$ cat src/design/cart_xfer_defines.vh
/*
 * Constants for the cartridge transfer controller: register indices,
 * byte addresses, field positions, type, size and response codes.
 * Assumes inclusion by bare name from the design file.
 */
`ifndef CART_XFER_DEFINES_VH
`define CART_XFER_DEFINES_VH

// Word indices within the auxiliary word area
`define IDX_CART_STATUS 6'h0d
`define IDX_XFER_CTRL 6'h0e
`define IDX_PROG_SIZE 6'h0f
`define IDX_IRQ_STATUS 6'h10
`define IDX_IRQ_MASK 6'h11
// Byte address is four times the index
`define ADDR_CART_STATUS {`IDX_CART_STATUS, 2'b00}
`define ADDR_XFER_CTRL {`IDX_XFER_CTRL, 2'b00}
`define ADDR_PROG_SIZE {`IDX_PROG_SIZE, 2'b00}
`define ADDR_IRQ_STATUS {`IDX_IRQ_STATUS, 2'b00}
`define ADDR_IRQ_MASK {`IDX_IRQ_MASK, 2'b00}

// Status word fields
`define ST_PRESENT 0
`define ST_CLOCK 1
`define ST_PROTECT 2
`define ST_TYPE_LO 4

// Control word fields
`define CT_SAVE 0
`define CT_LOAD 1
`define CT_COMPARE 2
`define CT_RESULT 3
`define CT_ERR_EDIT 12
`define CT_ERR_WP 13
`define CT_ERR_CAP 14
`define CT_ERR_NOPROG 15

// Cartridge type codes
`define TYPE_NONE 4'h0
`define TYPE_EE4K 4'h1
`define TYPE_EE8K 4'h2
`define TYPE_FL16K 4'h3
`define TYPE_EPROM 4'h4

// Program size codes, two BCD digits
`define SIZE_NONE 8'h00
`define SIZE_4 8'h04
`define SIZE_8 8'h08
`define SIZE_16 8'h16
`define CPU_CAP_CODE 8'h16

// Interrupt bits
`define IRQ_DONE 0
`define IRQ_REFUSED 1
`define IRQ_NUM 2

`define RESP_OKAY 2'b00
`define RESP_SLVERR 2'b10

`endif

$ cat src/design/removable_memory_transfer_ctrl.v
/*
 * Cartridge status, transfer command and program size words, reached
 * over AXI4-Lite, plus a sticky interrupt status with mask.
 * Byte map: status 0x34, control 0x38, sizes 0x3C, interrupt status
 * 0x40 (write one to clear), interrupt mask 0x44; other words answer
 * with a slave error, read zero and ignore writes.
 * A write is answered two cycles after the later of its address and
 * data is taken; a read one cycle after its address is taken.
 * All state, the bus handshakes included, holds while ce is low.
 * Assumes an outside engine performs the actual copy or compare once
 * op_start pulses, and answers with a one-cycle op_done; op_mismatch
 * is looked at only with op_done of a compare.
 * Assumes cartridge pins and size codes are synchronous to aclk and
 * that cart_detect is valid on the first enabled edge after reset.
 */
// Our own choice: register access over AXI4-Lite.
`timescale 1ns/1ps
`include "cart_xfer_defines.vh"

module removable_memory_transfer_ctrl (
    input wire aclk, // System clock, 200 MHz
    input wire aresetn, // Synchronous reset, active low
    input wire ce, // Clock enable, freezes all state when low
    input wire [7:0] s_axi_awaddr, // Write address
    input wire s_axi_awvalid, // Write address valid
    output wire s_axi_awready, // Write address ready
    input wire [31:0] s_axi_wdata, // Write data
    input wire [3:0] s_axi_wstrb, // Write byte strobes
    input wire s_axi_wvalid, // Write data valid
    output wire s_axi_wready, // Write data ready
    output reg [1:0] s_axi_bresp, // Write response
    output reg s_axi_bvalid, // Write response valid
    input wire s_axi_bready, // Write response ready
    input wire [7:0] s_axi_araddr, // Read address
    input wire s_axi_arvalid, // Read address valid
    output wire s_axi_arready, // Read address ready
    output reg [31:0] s_axi_rdata, // Read data
    output reg [1:0] s_axi_rresp, // Read response
    output reg s_axi_rvalid, // Read data valid
    input wire s_axi_rready, // Read data ready
    input wire cart_detect, // Cartridge sensed in its slot
    input wire cart_has_clock, // Installed cartridge carries a clock
    input wire cart_write_protect, // Protect switch engaged
    input wire [3:0] cart_type, // Cartridge type code
    input wire [7:0] cart_prog_size, // Cartridge program size code
    input wire [7:0] cpu_prog_size, // CPU program size code
    input wire edit_mode, // Controller in its editing mode
    output reg op_start, // One-cycle start to transfer engine
    output reg [2:0] op_kind, // One-hot: save, load, compare
    input wire op_done, // Engine finished, one-cycle pulse
    input wire op_mismatch, // With op_done: difference or no compare
    output wire irq // Level interrupt
);

    localparam [2:0] S_IDLE = 3'b001;
    localparam [2:0] S_CHECK = 3'b010;
    localparam [2:0] S_RUN = 3'b100;

    // Refusal reason codes
    localparam [3:0] RF_EDIT = 4'h1;
    localparam [3:0] RF_WP = 4'h2;
    localparam [3:0] RF_CAP = 4'h4;
    localparam [3:0] RF_NOPROG = 4'h8;

    // Register select bits
    localparam SEL_STATUS = 0;
    localparam SEL_CTRL = 1;
    localparam SEL_SIZE = 2;
    localparam SEL_IRQ_ST = 3;
    localparam SEL_IRQ_MASK = 4;

    reg [2:0] state_q;
    reg [2:0] cmd_q;
    reg result_q;
    reg [3:0] err_q;
    reg present_q;
    reg pwrup_done_q;
    reg [`IRQ_NUM-1:0] irq_status_q;
    reg [`IRQ_NUM-1:0] irq_mask_q;
    reg aw_full_q;
    reg w_full_q;
    reg [5:0] aw_idx_q;
    reg [31:0] wdata_q;
    reg [3:0] wstrb_q;
    reg [`IRQ_NUM-1:0] irq_event;
    reg [3:0] refuse;
    reg [15:0] status_word;
    reg [15:0] ctrl_word;
    reg [31:0] rdata_d;
    reg [1:0] rresp_d;

    // Capacity of the cartridge as a program size code
    function [7:0] cart_capacity;
        input [3:0] t;
        begin
            case (t)
                `TYPE_EE4K: cart_capacity = `SIZE_4;
                `TYPE_EE8K: cart_capacity = `SIZE_8;
                `TYPE_FL16K: cart_capacity = `SIZE_16;
                default: cart_capacity = `SIZE_NONE;
            endcase
        end
    endfunction

    // Lowest set command bit wins if software sets several
    function [2:0] pick_cmd;
        input [2:0] c;
        begin
            if (c[`CT_SAVE]) begin
                pick_cmd = 3'b001;
            end else if (c[`CT_LOAD]) begin
                pick_cmd = 3'b010;
            end else if (c[`CT_COMPARE]) begin
                pick_cmd = 3'b100;
            end else begin
                pick_cmd = 3'b000;
            end
        end
    endfunction

    // Word select from a word index, shared by the write and read paths
    function [4:0] reg_sel;
        input [5:0] idx;
        begin
            case (idx)
                `IDX_CART_STATUS: reg_sel = 5'h01;
                `IDX_XFER_CTRL: reg_sel = 5'h02;
                `IDX_PROG_SIZE: reg_sel = 5'h04;
                `IDX_IRQ_STATUS: reg_sel = 5'h08;
                `IDX_IRQ_MASK: reg_sel = 5'h10;
                default: reg_sel = 5'h00;
            endcase
        end
    endfunction

    wire protect_eff = (cart_write_protect && cart_type != `TYPE_NONE) ||
        (cart_type == `TYPE_EPROM);
    wire [7:0] cart_cap = cart_capacity(cart_type);
    wire [15:0] size_word = {cpu_prog_size, cart_prog_size};

    // Unused bits stay at the zero given first
    always @* begin
        status_word = 16'h0000;
        status_word[`ST_PRESENT] = present_q;
        status_word[`ST_CLOCK] = cart_has_clock;
        status_word[`ST_PROTECT] = protect_eff;
        status_word[`ST_TYPE_LO +: 4] = cart_type;
    end

    always @* begin
        ctrl_word = 16'h0000;
        ctrl_word[`CT_SAVE] = cmd_q[`CT_SAVE];
        ctrl_word[`CT_LOAD] = cmd_q[`CT_LOAD];
        ctrl_word[`CT_COMPARE] = cmd_q[`CT_COMPARE];
        ctrl_word[`CT_RESULT] = result_q;
        ctrl_word[`CT_ERR_EDIT +: 4] = err_q;
    end

    // AXI write path
    // Address and data are held apart until both are in, in either order
    assign s_axi_awready = ce && !aw_full_q && !s_axi_bvalid;
    assign s_axi_wready = ce && !w_full_q && !s_axi_bvalid;
    wire wr_fire = aw_full_q && w_full_q && !s_axi_bvalid;
    wire wr_low = wr_fire && wstrb_q[0];
    wire [4:0] wr_sel = reg_sel(aw_idx_q);
    wire wr_ctrl = wr_low && wr_sel[SEL_CTRL];
    wire wr_irq_st = wr_low && wr_sel[SEL_IRQ_ST];
    wire wr_irq_mask = wr_low && wr_sel[SEL_IRQ_MASK];
    wire wr_mapped = |wr_sel;
    wire [2:0] new_cmd = pick_cmd(wdata_q[2:0]);
    wire cmd_accept = wr_ctrl && new_cmd != 3'b000;

    always @(posedge aclk) begin
        if (!aresetn) begin
            aw_full_q <= 1'b0;
            w_full_q <= 1'b0;
            aw_idx_q <= 6'h00;
            wdata_q <= 32'h0000_0000;
            wstrb_q <= 4'h0;
            s_axi_bvalid <= 1'b0;
            s_axi_bresp <= `RESP_OKAY;
        end else if (ce) begin
            if (s_axi_awvalid && s_axi_awready) begin
                aw_full_q <= 1'b1;
                aw_idx_q <= s_axi_awaddr[7:2];
            end
            if (s_axi_wvalid && s_axi_wready) begin
                w_full_q <= 1'b1;
                wdata_q <= s_axi_wdata;
                wstrb_q <= s_axi_wstrb;
            end
            if (wr_fire) begin
                aw_full_q <= 1'b0;
                w_full_q <= 1'b0;
                s_axi_bvalid <= 1'b1;
                s_axi_bresp <= wr_mapped ? `RESP_OKAY : `RESP_SLVERR;
            end else if (s_axi_bvalid && s_axi_bready) begin
                s_axi_bvalid <= 1'b0;
            end
        end
    end

    // AXI read path, data registered
    assign s_axi_arready = ce && !s_axi_rvalid;
    wire [4:0] rd_sel = reg_sel(s_axi_araddr[7:2]);

    always @* begin
        rdata_d = 32'h0000_0000;
        rresp_d = `RESP_OKAY;
        case (rd_sel)
            5'h01: rdata_d = {16'h0000, status_word};
            5'h02: rdata_d = {16'h0000, ctrl_word};
            5'h04: rdata_d = {16'h0000, size_word};
            5'h08: rdata_d[`IRQ_NUM-1:0] = irq_status_q;
            5'h10: rdata_d[`IRQ_NUM-1:0] = irq_mask_q;
            default: rresp_d = `RESP_SLVERR;
        endcase
    end

    always @(posedge aclk) begin
        if (!aresetn) begin
            s_axi_rvalid <= 1'b0;
            s_axi_rdata <= 32'h0000_0000;
            s_axi_rresp <= `RESP_OKAY;
        end else if (ce) begin
            if (s_axi_arvalid && s_axi_arready) begin
                s_axi_rvalid <= 1'b1;
                s_axi_rresp <= rresp_d;
                s_axi_rdata <= rdata_d;
            end else if (s_axi_rvalid && s_axi_rready) begin
                s_axi_rvalid <= 1'b0;
            end
        end
    end

    // Presence is caught once, on the first enabled edge after reset
    always @(posedge aclk) begin
        if (!aresetn) begin
            present_q <= 1'b0;
            pwrup_done_q <= 1'b0;
        end else if (ce && !pwrup_done_q) begin
            present_q <= cart_detect;
            pwrup_done_q <= 1'b1;
        end
    end

    // Refusal reasons, one-hot in error field order: edit, wp, cap, noprog
    always @* begin
        refuse = 4'h0;
        if (edit_mode) begin
            refuse = RF_EDIT;
        end else if (cmd_q[`CT_SAVE]) begin
            if (protect_eff) begin
                refuse = RF_WP;
            end else if (cpu_prog_size > cart_cap) begin
                refuse = RF_CAP;
            end
        end else if (cmd_q[`CT_LOAD]) begin
            if (cart_prog_size == `SIZE_NONE) begin
                refuse = RF_NOPROG;
            end else if (cart_prog_size > `CPU_CAP_CODE) begin
                refuse = RF_CAP;
            end
        end else if (cmd_q[`CT_COMPARE]) begin
            if (cart_prog_size == `SIZE_NONE) begin
                refuse = RF_NOPROG;
            end
        end
    end

    // Command sequencer
    always @(posedge aclk) begin
        if (!aresetn) begin
            state_q <= S_IDLE;
            cmd_q <= 3'b000;
            result_q <= 1'b0;
            err_q <= 4'h0;
            op_start <= 1'b0;
            op_kind <= 3'b000;
        end else if (ce) begin
            op_start <= 1'b0;
            case (state_q)
                S_IDLE: begin
                    // Writes while busy are dropped; software waits for clear
                    if (cmd_accept) begin
                        cmd_q <= new_cmd;
                        err_q <= 4'h0;
                        state_q <= S_CHECK;
                    end
                end
                S_CHECK: begin
                    if (refuse != 4'h0) begin
                        err_q <= refuse;
                        if (cmd_q[`CT_COMPARE]) begin
                            result_q <= 1'b1;
                        end
                        cmd_q <= 3'b000;
                        state_q <= S_IDLE;
                    end else begin
                        op_start <= 1'b1;
                        op_kind <= cmd_q;
                        state_q <= S_RUN;
                    end
                end
                S_RUN: begin
                    // A done pulse while ce is low is lost
                    if (op_done) begin
                        if (cmd_q[`CT_COMPARE]) begin
                            result_q <= op_mismatch;
                        end
                        cmd_q <= 3'b000;
                        state_q <= S_IDLE;
                    end
                end
                default: begin
                    state_q <= S_IDLE;
                    cmd_q <= 3'b000;
                end
            endcase
        end
    end

    // Events that set the sticky interrupt bits
    always @* begin
        irq_event = {`IRQ_NUM{1'b0}};
        irq_event[`IRQ_DONE] = state_q == S_RUN && op_done;
        irq_event[`IRQ_REFUSED] = state_q == S_CHECK && refuse != 4'h0;
    end

    // Sticky status, set wins over write-one-to-clear
    genvar gi;
    generate
        for (gi = 0; gi < `IRQ_NUM; gi = gi + 1) begin : g_irq
            always @(posedge aclk) begin
                if (!aresetn) begin
                    irq_status_q[gi] <= 1'b0;
                    irq_mask_q[gi] <= 1'b0;
                end else if (ce) begin
                    if (irq_event[gi]) begin
                        irq_status_q[gi] <= 1'b1;
                    end else if (wr_irq_st && wdata_q[gi]) begin
                        irq_status_q[gi] <= 1'b0;
                    end
                    if (wr_irq_mask) begin
                        irq_mask_q[gi] <= wdata_q[gi];
                    end
                end
            end
        end
    endgenerate

    // Level output, high until software clears or masks the cause
    assign irq = |(irq_status_q & irq_mask_q);

endmodule

$ cat config.mk
export PLATFORM = sky130hd
export DESIGN_NAME = removable_memory_transfer_ctrl
export DESIGN_NICKNAME = d
export VERILOG_FILES = /design/src/design/removable_memory_transfer_ctrl.v
export VERILOG_INCLUDE_DIRS = /design/src /design/src/design
export SDC_FILE = /design/constraint.sdc
export NUM_CORES = 1
export LEC_CHECK = 0
export BUFFER_PORTS_ARGS = -buffer_cell sky130_fd_sc_hd__buf_4
export CAP_MARGIN = 10
export CORE_ASPECT_RATIO = 0.9
export CORE_UTILIZATION = 39
export CTS_BUF_LIST = sky130_fd_sc_hd__clkbuf_2
export DETAILED_ROUTE_END_ITERATION = 8
export HOLD_SLACK_MARGIN = 0.03
export PLACE_DENSITY = 0.69
export SLEW_MARGIN = 40
export SYNTH_ARGS = -nofsm -noshare
export SYNTH_HDL_FRONTEND = slang
export SYNTH_SLANG_ARGS = --single-unit
export TNS_END_PERCENT = 20
$ cat constraint.sdc
create_clock -name aclk -period 2.2 [get_ports aclk]
set_input_delay 0.22 -clock aclk [delete_from_list [all_inputs] [get_ports aclk]]
set_output_delay 0.22 -clock aclk [all_outputs]
set_load 0.02 [all_outputs]
# Word-level counts from Yosys, hierarchy flattened

Index checks and enable logic that the tools add are counted.

Bitwise gates (word level): 2
Eq/ne operators: 27
Reductions and logical operators: 60
Muxes and demuxes: 49
$lt $le $gt $ge: 2

Operators with widths:

| cell               | count |
|---|---|
| $pmux 5 s5         | 2 |
| $pmux 14 s3        | 1 |
| $eq 6x4->1 const B | 6 |
| $mux 3             | 12 |
| $mux 4             | 8 |
| $eq 6x5->1 const B | 4 |
| $logic_and 1x1->1  | 23 |
| $reduce_and 2->1   | 11 |
| $mux 1             | 18 |
| $pmux 3 s3         | 2 |
| $reduce_bool 2->1  | 8 |
| $pmux 5 s3         | 1 |
| $ne 2x2->1 const B | 5 |
| $pmux 2 s5         | 1 |
| $reduce_or 5->1    | 2 |
| $eq 4x2->1 const B | 2 |
| $gt 8x5->1 const B | 1 |
| $gt 8x8->1         | 1 |
| $logic_not 8->1    | 1 |
| $pmux 4 s2         | 1 |
| $reduce_and 4->1   | 2 |
| $reduce_bool 4->1  | 2 |
| $reduce_and 3->1   | 2 |
| $reduce_and 6->1   | 1 |
| 18 further kinds   | 23 |

Register bits after elaboration: 71
Input bits: 86

# Depth between registers and ports, before layout

Gate-level depths: netlist of the first run.

Word-level depth: 11
Depth in mapped cells: 11

# Worst setup path before layout of the first run

No wires, ideal clock.

Path type: input -> register
Start point: input port cart_type[3]
End point: register op_kind[2]
Library setup time: 128 ps
Arrival time: 1809 ps
Stages on the path: 10
Path slack: 264 ps
Cells stage by stage: nor2_1 > nand3_1 > ha_1 > nand2_1 > nor3_1 > nand2_1 > a41o_4 > nor3_4 > mux2i_1 > nor2_1

Cells in the longest elaborated chain, start to end: 10
Elaborated cells on any way between the ends: 16
Those cells by class: 1 x order compare; 4 x eq/ne; 5 x mux; 1 x bitwise; 5 x reduce/logical

RTL lines:

| item                                     | line                                 | RTL |
|---|---|---|
| start: declaration                       | removable_memory_transfer_ctrl.v:44  | `input wire [3:0] cart_type,` |
| $eq 4x2->1 or $eq 4x1->1 (tied branches) | removable_memory_transfer_ctrl.v:96  | `case (t)` |
| $pmux 5 s3                               | removable_memory_transfer_ctrl.v:96  |  |
| $gt 8x8->1                               | removable_memory_transfer_ctrl.v:255 | `end else if (cpu_prog_size > cart_cap) begin` |
| $mux 3                                   | removable_memory_transfer_ctrl.v:255 |  |
| $mux 3 (*)                               | removable_memory_transfer_ctrl.v:253 | `if (protect_eff) begin` |
| $mux 4 (*)                               | removable_memory_transfer_ctrl.v:252 | `` end else if (cmd_q[`CT_SAVE]) begin `` |
| $mux 4 (*)                               | removable_memory_transfer_ctrl.v:250 | `if (edit_mode) begin` |
| $reduce_bool 4->1 (*)                    | removable_memory_transfer_ctrl.v:292 | `if (refuse != 4'h0) begin` |
| $not 1->1 (no line) (*)                  | n/a                                  |  |
| $reduce_and 3->1 (no line) (*)           | n/a                                  |  |
| end signal: assignment                   | removable_memory_transfer_ctrl.v:301 | `op_kind <= cmd_q;` |
| end: declaration                         | removable_memory_transfer_ctrl.v:49  | `output reg [2:0] op_kind,` |

Every way passes the cells marked *; elsewhere a longest branch is shown, timed or not.
A chain may end at the register's enable or synchronous reset.

# Worst setup path in the final report of the first run

Start point: input port cpu_prog_size[3]
End point: register state_q[0]

Cells in the longest elaborated chain, start to end: 8

RTL lines:

| item                   | line                                 | RTL |
|---|---|---|
| start: declaration     | removable_memory_transfer_ctrl.v:46  | `input wire [7:0] cpu_prog_size,` |
| $gt 8x8->1             | removable_memory_transfer_ctrl.v:255 |  |
| $mux 3                 | removable_memory_transfer_ctrl.v:255 |  |
| $mux 3                 | removable_memory_transfer_ctrl.v:253 |  |
| $mux 4                 | removable_memory_transfer_ctrl.v:252 |  |
| $mux 4                 | removable_memory_transfer_ctrl.v:250 |  |
| $reduce_bool 4->1      | removable_memory_transfer_ctrl.v:292 |  |
| $mux 3                 | removable_memory_transfer_ctrl.v:292 |  |
| $pmux 3 s3             | removable_memory_transfer_ctrl.v:282 | `case (state_q)` |
| end signal: assignment | removable_memory_transfer_ctrl.v:288 | `state_q <= S_CHECK;` |
| end signal: assignment | removable_memory_transfer_ctrl.v:298 | `state_q <= S_IDLE;` |
| end signal: assignment | removable_memory_transfer_ctrl.v:302 | `state_q <= S_RUN;` |
| end: declaration       | removable_memory_transfer_ctrl.v:72  | `reg [2:0] state_q;` |

No other way between the ends.

==> qor.yml, run 1 <==
synth:
  yosysSeqAreaShare_pct: 38.7
  synth_cell_types: 48
  ys_seq_elements: 53
  synth_cells: 321
  async_flop_share_pct: 0
  synth-edff-count: 0
  yosys_warnings: 0
  synth_ff_type: "dfxtp_1"
  synth_area_um2: 2740
  avgSynthCellArea_um2: 8.54
setup_path:
  cp-end-kind: "flip-flop"
  crit_path_top_delay_cell: "dlygate4sd3_1"
  worstSetupPathType: "input port to flip-flop"
  cp_data_arrival_time_ns: 2.35
  max_stage_delay_ns: 0.54
  critPathMaxFanout: 6
  worstSetupStartpointType: "input port"
  crit_required_ns: 2.54
  crit_top_cell: "nand2_1"
  worstPathCellList: "dlygate4sd3_1 > buf_4 > ha_1 > nand2_1 > nor3_1 > nand2_1 > a41o_4 > nor2_8 > a21oi_1 > a221o_1"
  r2r_start: "aw_idx_q[3]$_SDFFE_PN0P_"
  critPathLaunch: "cpu_prog_size[3]"
min_path:
  hold_path_class: "input port to flip-flop"
  hold_start: "cpu_prog_size[1]"
placed_design:
  io_buffer_count: 77
  place_ws_ns: -0.0814
  place.gp.congestion: 0.869
  dp_hpwl_mm: 5.18
finish:
  layout_commonest_cell: "buf_4"
  layout_common_cells: "83 x buf_4, 55 x nor2_1, 53 x dfxtp_1, 33 x mux2i_1, 30 x nand2_1"
  nNetsFinal: 503
  final_core_util_pct: 53.7
  drive_gt1_share_pct: 25.6
  diodes: 0
  area_growth_pct: 31.1
route:
  drtPass1Iterations: 4
  drc_errors: 0
  wire_per_inst_um: 13.6
  vias_per_cell: 5.02
  ant_nets: 0
  drtIter0Drc: 64
  vias: 2531
  totalWireLength_mm: 6.84
sta:
  min_period_over_period_pct: 91.3
  fin_crit_ns: 2.01
  hold_viol: 0
  finalSetupViolCount: 0
  worst_slack_ns: 0.191
  worstMarginPinSlew_ns: 0.554
  slew_violations: 0
  rsz0062_at_grt: "no"
  fmax_mhz: 498
  slew_headroom_pct: 62.7
  skew_ns: 0.0167
global_route:
  antenna_found_initial: 0
  grt_max_degree: 28
  grt_pass1_vias: 2403
  grt_overflow: 0
  grt_first_pass_wirelength_mm: 11.2
  groute.usage.overall_pct: 19.1
die:
  rows: 28
  ioPinCount: 132
  die_area_um2: 7370
  die_y_um: 81.5
  coreArea_um2: 6690
  chipWidth_um: 90.4
  initial_core_util_pct: 40.9
cts:
  cts-root-buf: "clkbuf_2"
  clk_latency_ns: 0.42
  cts.sinks: 53
  clockBufferDepth: 2
  h-tree-depth: 2
  cts_buffers: 5
  clkTransAtPathRegs_ns: 0.25
  tritoncts: "yes"
outcome:
  outcome: "finished, final reports clean"
job:
  maxCapViolations: 0
power:
  ir_drop_uv: 287
  leakage_uw: 0.00149
  power_density_nw_per_um2: 518
==> cells by family (layout without fill, tap and decap cells) <==
group           count (synthesis)  after routing  synth area share [%]
compound gates                 52             52                  13.2
fa+ha+maj                       4              4                  1.83
buf+inv                        38            114                  7.67
flops                          53             53                  38.7
mux                            39             39                  14.5
other cells                     1             18                 0.137
simple gates                  134            134                  23.9
==> synth_stat cells, types with 2 or more instances <==
cell      number  share of area, %
nand3_1       11               2.0
mux2i_1       33                12
a22oi_1       10               2.7
or4_1          2              0.55
nor2b_1        4              0.91
buf_4         18               4.9
and2_1         3              0.69
mux2_2         6               2.5
o211ai_1       2              0.55
ha_1           4               1.8
dfxtp_1       53                39
nand2_1       30               4.1
o221ai_1       2              0.64
nor4_1         7               1.6
clkbuf_1      14               1.9
nand2b_1       3              0.69
nor3_1         7               1.3
o21ai_0        7               1.3
a21oi_1       18               3.3
nor2_1        55               7.5
inv_1          5              0.69
==> flip-flops by register name (all words and copies together), names as in the netlist, 2 cells and up <==
signal / count
s_axi_rdata: 16
aw_idx_q: 6
err_q: 4
cmd_q: 3
op_kind: 3
state_q: 3
wdata_q: 3
irq_mask_q: 2
irq_status_q: 2
==> where the power goes <==
| group | switching [uW] | internal [uW] |
|---|---|---|
| Combinational | 190 | 164 |
| Clock | 305 | 194 |
| Sequential | 21.4 | 988 |
| Total | 516 | 1350 |
==> cell type report <==
class | count | area [um^2]
repair buffers | 100 | 793
clock inverters | 2 | 33.8
multi-input cells | 247 | 1540
fillers | 646 | 3100
inverters | 6 | 22.5
flip-flops and latches | 53 | 1060
clock buffers | 6 | 30.0
well taps | 90 | 113
==> per-stage QoR <==
stage / hold slack [ns] / setup TNS [ns] / total power, uW / instances / instance area, um^2
after floorplan: 0.367 / 0 / 1240 / 338 / 2800
after global placement: 0.446 / 0 / 1350 / 479 / 3350
after detailed placement: 0.454 / -0.714 / 1350 / 479 / 3350
after CTS: 0.0316 / 0 / 1870 / 502 / 3570
after global routing: 0.0392 / 0 / 1960 / 504 / 3590
final: 0.0534 / 0 / 1860 / 504 / 3590
==> path summary, 6_finish.rpt <==
kind | endpoint | slack [ns] | cells past startpoint
max | state_q[0]$_SDFFE_PN1P_ | 0.19 | 10
min | s_axi_rdata[9]$_SDFFE_PN0P_ | 0.05 | 3
max reg2reg | err_q[0]$_SDFFE_PN0P_ | 0.23 | 6
min reg2reg | s_axi_rresp[1]$_SDFFE_PN0P_ | 0.49 | 2
==> worst max-delay path: cells and delay by family <==
kind,cells,cell delay [ns]
AO/OA/AOI/OAI,3,0.71
buffers and inverters,2,0.68
AND/OR/NAND/NOR,4,0.48
adder cells (fa/ha/maj),1,0.26
==> per-layer routing <==
| metal | wire, um | track usage (%) | vias up |
|---|---|---|---|
| met1 | 3120 | 24.2 | 1177 |
| met4 | 18 | 3.39 | 0 |
| met5 | 0 | 0 | - |
| met2 | 3370 | 34.6 | 76 |
| li1 | - | - | 1276 |
| met3 | 329 | 3.43 | 2 |
==> timing repair <==
item                                    4_1_cts  5_1_grt
resized for setup                             0        1
setup buffers                                 0        0
hold buffers                                 15        2
hold endpoints to repair                     15        2
endpoints found under the setup margin        0        4
(Power assumes the default switching activity.)
==> run 2: changes to the inputs <==
==> constraint.sdc (replaced) <==
create_clock -name aclk -period 2.2 [get_ports aclk]
set_input_delay 0.11 -clock aclk [delete_from_list [all_inputs] [get_ports aclk]]
set_output_delay 0.11 -clock aclk [all_outputs]
set_load 0.02 [all_outputs]
==> qor.yml, run 2 (synthesized netlist as in run 1, its figures left out) <==
outcome:
  outcome: "finished, final reports clean"
setup_path:
  cp_data_arrival_time_ns: 2.47  # +0.12 ns
  worstSetupStartpointType: "flip-flop"
  critPathMaxFanout: 4  # -2
  crit_required_ns: 2.61  # +0.07 ns
  worstSetupPathType: "flip-flop to flip-flop"
  cp-end-kind: "flip-flop"
global_route:
  antenna_found_initial: 0  # unchanged
  grt_max_degree: 28  # unchanged
  grt_pass1_vias: 2467  # +2.7%
  grt_first_pass_wirelength_mm: 11.3  # +0.74%
  grt_use_met1_pct: 23.5  # -0.68 points
  met2_usage_pct: 34.6  # unchanged
  groute.usage.overall_pct: 19.2  # +0.12 points
  met3_usage_pct: 3.61  # +0.19 points
  grt_overflow: 0  # unchanged
  grt-busiest-layer: "met2"
placed_design:
  place.gp.congestion: 0.853  # -1.9%
  io_buffer_count: 77  # unchanged
  place_ws_ns: 0.0313  # +0.113 ns
  place_inst: 477  # -0.42%
  dp_hpwl_mm: 5.07  # -2.1%
finish:
  area_growth_pct: 38.0
  layout_common_cells: "82 x buf_4, 55 x nor2_1, 53 x dfxtp_1, 34 x dlygate4sd3_1, 33 x mux2i_1"
  regMostFlops: "s_axi_rdata"
  final_core_util_pct: 56.5  # +2.8 points
  fillers: 615  # -4.8%
  seq_area_um2: 1060  # unchanged
  reg.largest.list: "s_axi_rdata (16), aw_idx_q (6), err_q (4)"
  layout_commonest_cell: "buf_4"
  diodes: 0  # unchanged
  nNetsFinal: 519  # +3.2%
  multi_input_area_um2: 1540  # unchanged
  drive_gt1_share_pct: 24.7  # -0.95 points
  largest_reg_flops: 16  # unchanged
  finalNonFillerCells: 520  # +3.2%
power:
  power_frac_comb_pct: 18.5  # -0.5 points
  power_density_nw_per_um2: 532  # +2.7%
  p_sw_uw: 539  # +4.5%
  internal_power_uw: 1470  # +9.4%
  pwr-share-seq_pct: 50.2  # -4.0 points
  pwr-share-clk_pct: 31.3  # +4.5 points
  swShare_pct: 26.8  # -0.91 points
  leakage_uw: 0.00156  # +4.8%
  power_uw: 2010  # +8.1%
  ir_drop_uv: 317  # +10%
cts:
  h-tree-depth: 2  # unchanged
  clockBufferDepth: 2  # unchanged
  cts_buffers: 5  # unchanged
  clk_latency_ns: 0.46  # +0.04 ns
  cts-root-buf: "clkbuf_2"
  clkTransAtPathRegs_ns: 0.27  # +0.02 ns
  cts.sinks: 53  # unchanged
  tritoncts: "yes"
die:
  chipWidth_um: 90.4  # unchanged
  rows: 28  # unchanged
  ioPinCount: 132  # unchanged
  die_area_um2: 7370  # unchanged
  die_y_um: 81.5  # unchanged
  initial_core_util_pct: 40.9  # unchanged
  coreArea_um2: 6690  # unchanged
route:
  vias_per_cell: 5.01  # -0.17%
  ant_nets: 0  # unchanged
  vias: 2607  # +3.0%
  totalWireLength_mm: 6.94  # +1.5%
  drc_errors: 0  # unchanged
  wire_per_inst_um: 13.3  # -1.6%
  drtPass1Iterations: 7  # +3
  drtIter0Drc: 79  # +23%
min_path:
  hold_path_class: "input port to flip-flop"
sta:
  min_period_over_period_pct: 93.5  # +2.2 points
  worstMarginPinSlew_ns: 0.516  # -0.0381 ns
  worst_slack_ns: 0.142  # -0.0487 ns
  slew_headroom_pct: 65.2  # +2.6 points
  fin_crit_ns: 2.06  # +0.0487 ns
  skew_ns: 0.0163  # -0.000447 ns
  slew_violations: 0  # unchanged
  hold_viol: 0  # unchanged
  finalSetupViolCount: 0  # unchanged
  fmax_mhz: 486  # -2.4%
job:
  maxCapViolations: 0  # unchanged
==> run 2: cell types whose count changed in the layout (fill, tap and decap cells not counted), sizes merged <==
| cell | previous run | this run |
|---|---|---|
| clkbuf | 6 | 5 |
| bufinv | 1 | 2 |
| dlygate4sd3 | 17 | 34 |
| buf | 83 | 82 |
==> run 2: final cells by class <==
type / instances / area share, %
clock buffers: 5 / 0.662
clock inverters: 3 / 1.72
inverters: 6 / 0.596
multi-input cells: 247 / 40.7
flip-flops and latches: 53 / 28.1
well taps: 90 / 2.98
repair buffers: 116 / 25.3
==> run 2: repair_timing <==
item | CTS | global route
endpoints found under the hold margin | 39 | 0
gates resized for setup | 0 | 1
endpoints found under the setup margin | 0 | 7
hold buffers | 34 | 0
setup buffers | 0 | 1
==> run 2: through the flow <==
stage,hold WS [ns],area (um^2),TNS [ns]
after CTS,0.0871,3770,0
after global routing,0.0927,3780,-0.00172
after floorplan,0.257,2800,0
final,0.0875,3780,0
after detailed placement,0.352,3340,0
after global placement,0.344,3340,0
==> run 2: worst max-delay path, cell delays in order (launching register included) <==
cell      delay, ns
dfxtp_1        0.42
nor4bb_2       0.37
o31ai_1        0.13
nor3_1         0.36
o21ai_1        0.20
o22ai_2        0.19
buf_4          0.17
mux2i_1        0.18
==> run 2: power groups by stage <==
stage	sequential, uW	clock, uW	combinational, uW
after global routing	1010	676	409
after detailed placement	1030	0	323
after floorplan	1030	0	215
after CTS	1010	634	370
after global placement	1020	0	319
final	1010	630	373
==> run 2: per-layer routing <==
layer | wire length, um | up-vias
li1 | - | 1313
met4 | 87 | 0
met5 | 0 | -
met2 | 3390 | 84
met1 | 3160 | 1202
met3 | 307 | 8
==> run 2: final timing paths <==
check | from | end | slack [ns] | cells past startpoint
worst min register to register | s_axi_bresp[1]$_SDFFE_PN0P_ | s_axi_bresp[1]$_SDFFE_PN0P_ | 0.48 | 2
worst max-delay path | aw_idx_q[3]$_SDFFE_PN0P_ | err_q[0]$_SDFFE_PN0P_ | 0.14 | 7
worst min-delay path | s_axi_araddr[5] | s_axi_rdata[0]$_SDFFE_PN0P_ | 0.09 | 5
worst max register to register | aw_idx_q[3]$_SDFFE_PN0P_ | err_q[0]$_SDFFE_PN0P_ | 0.14 | 7
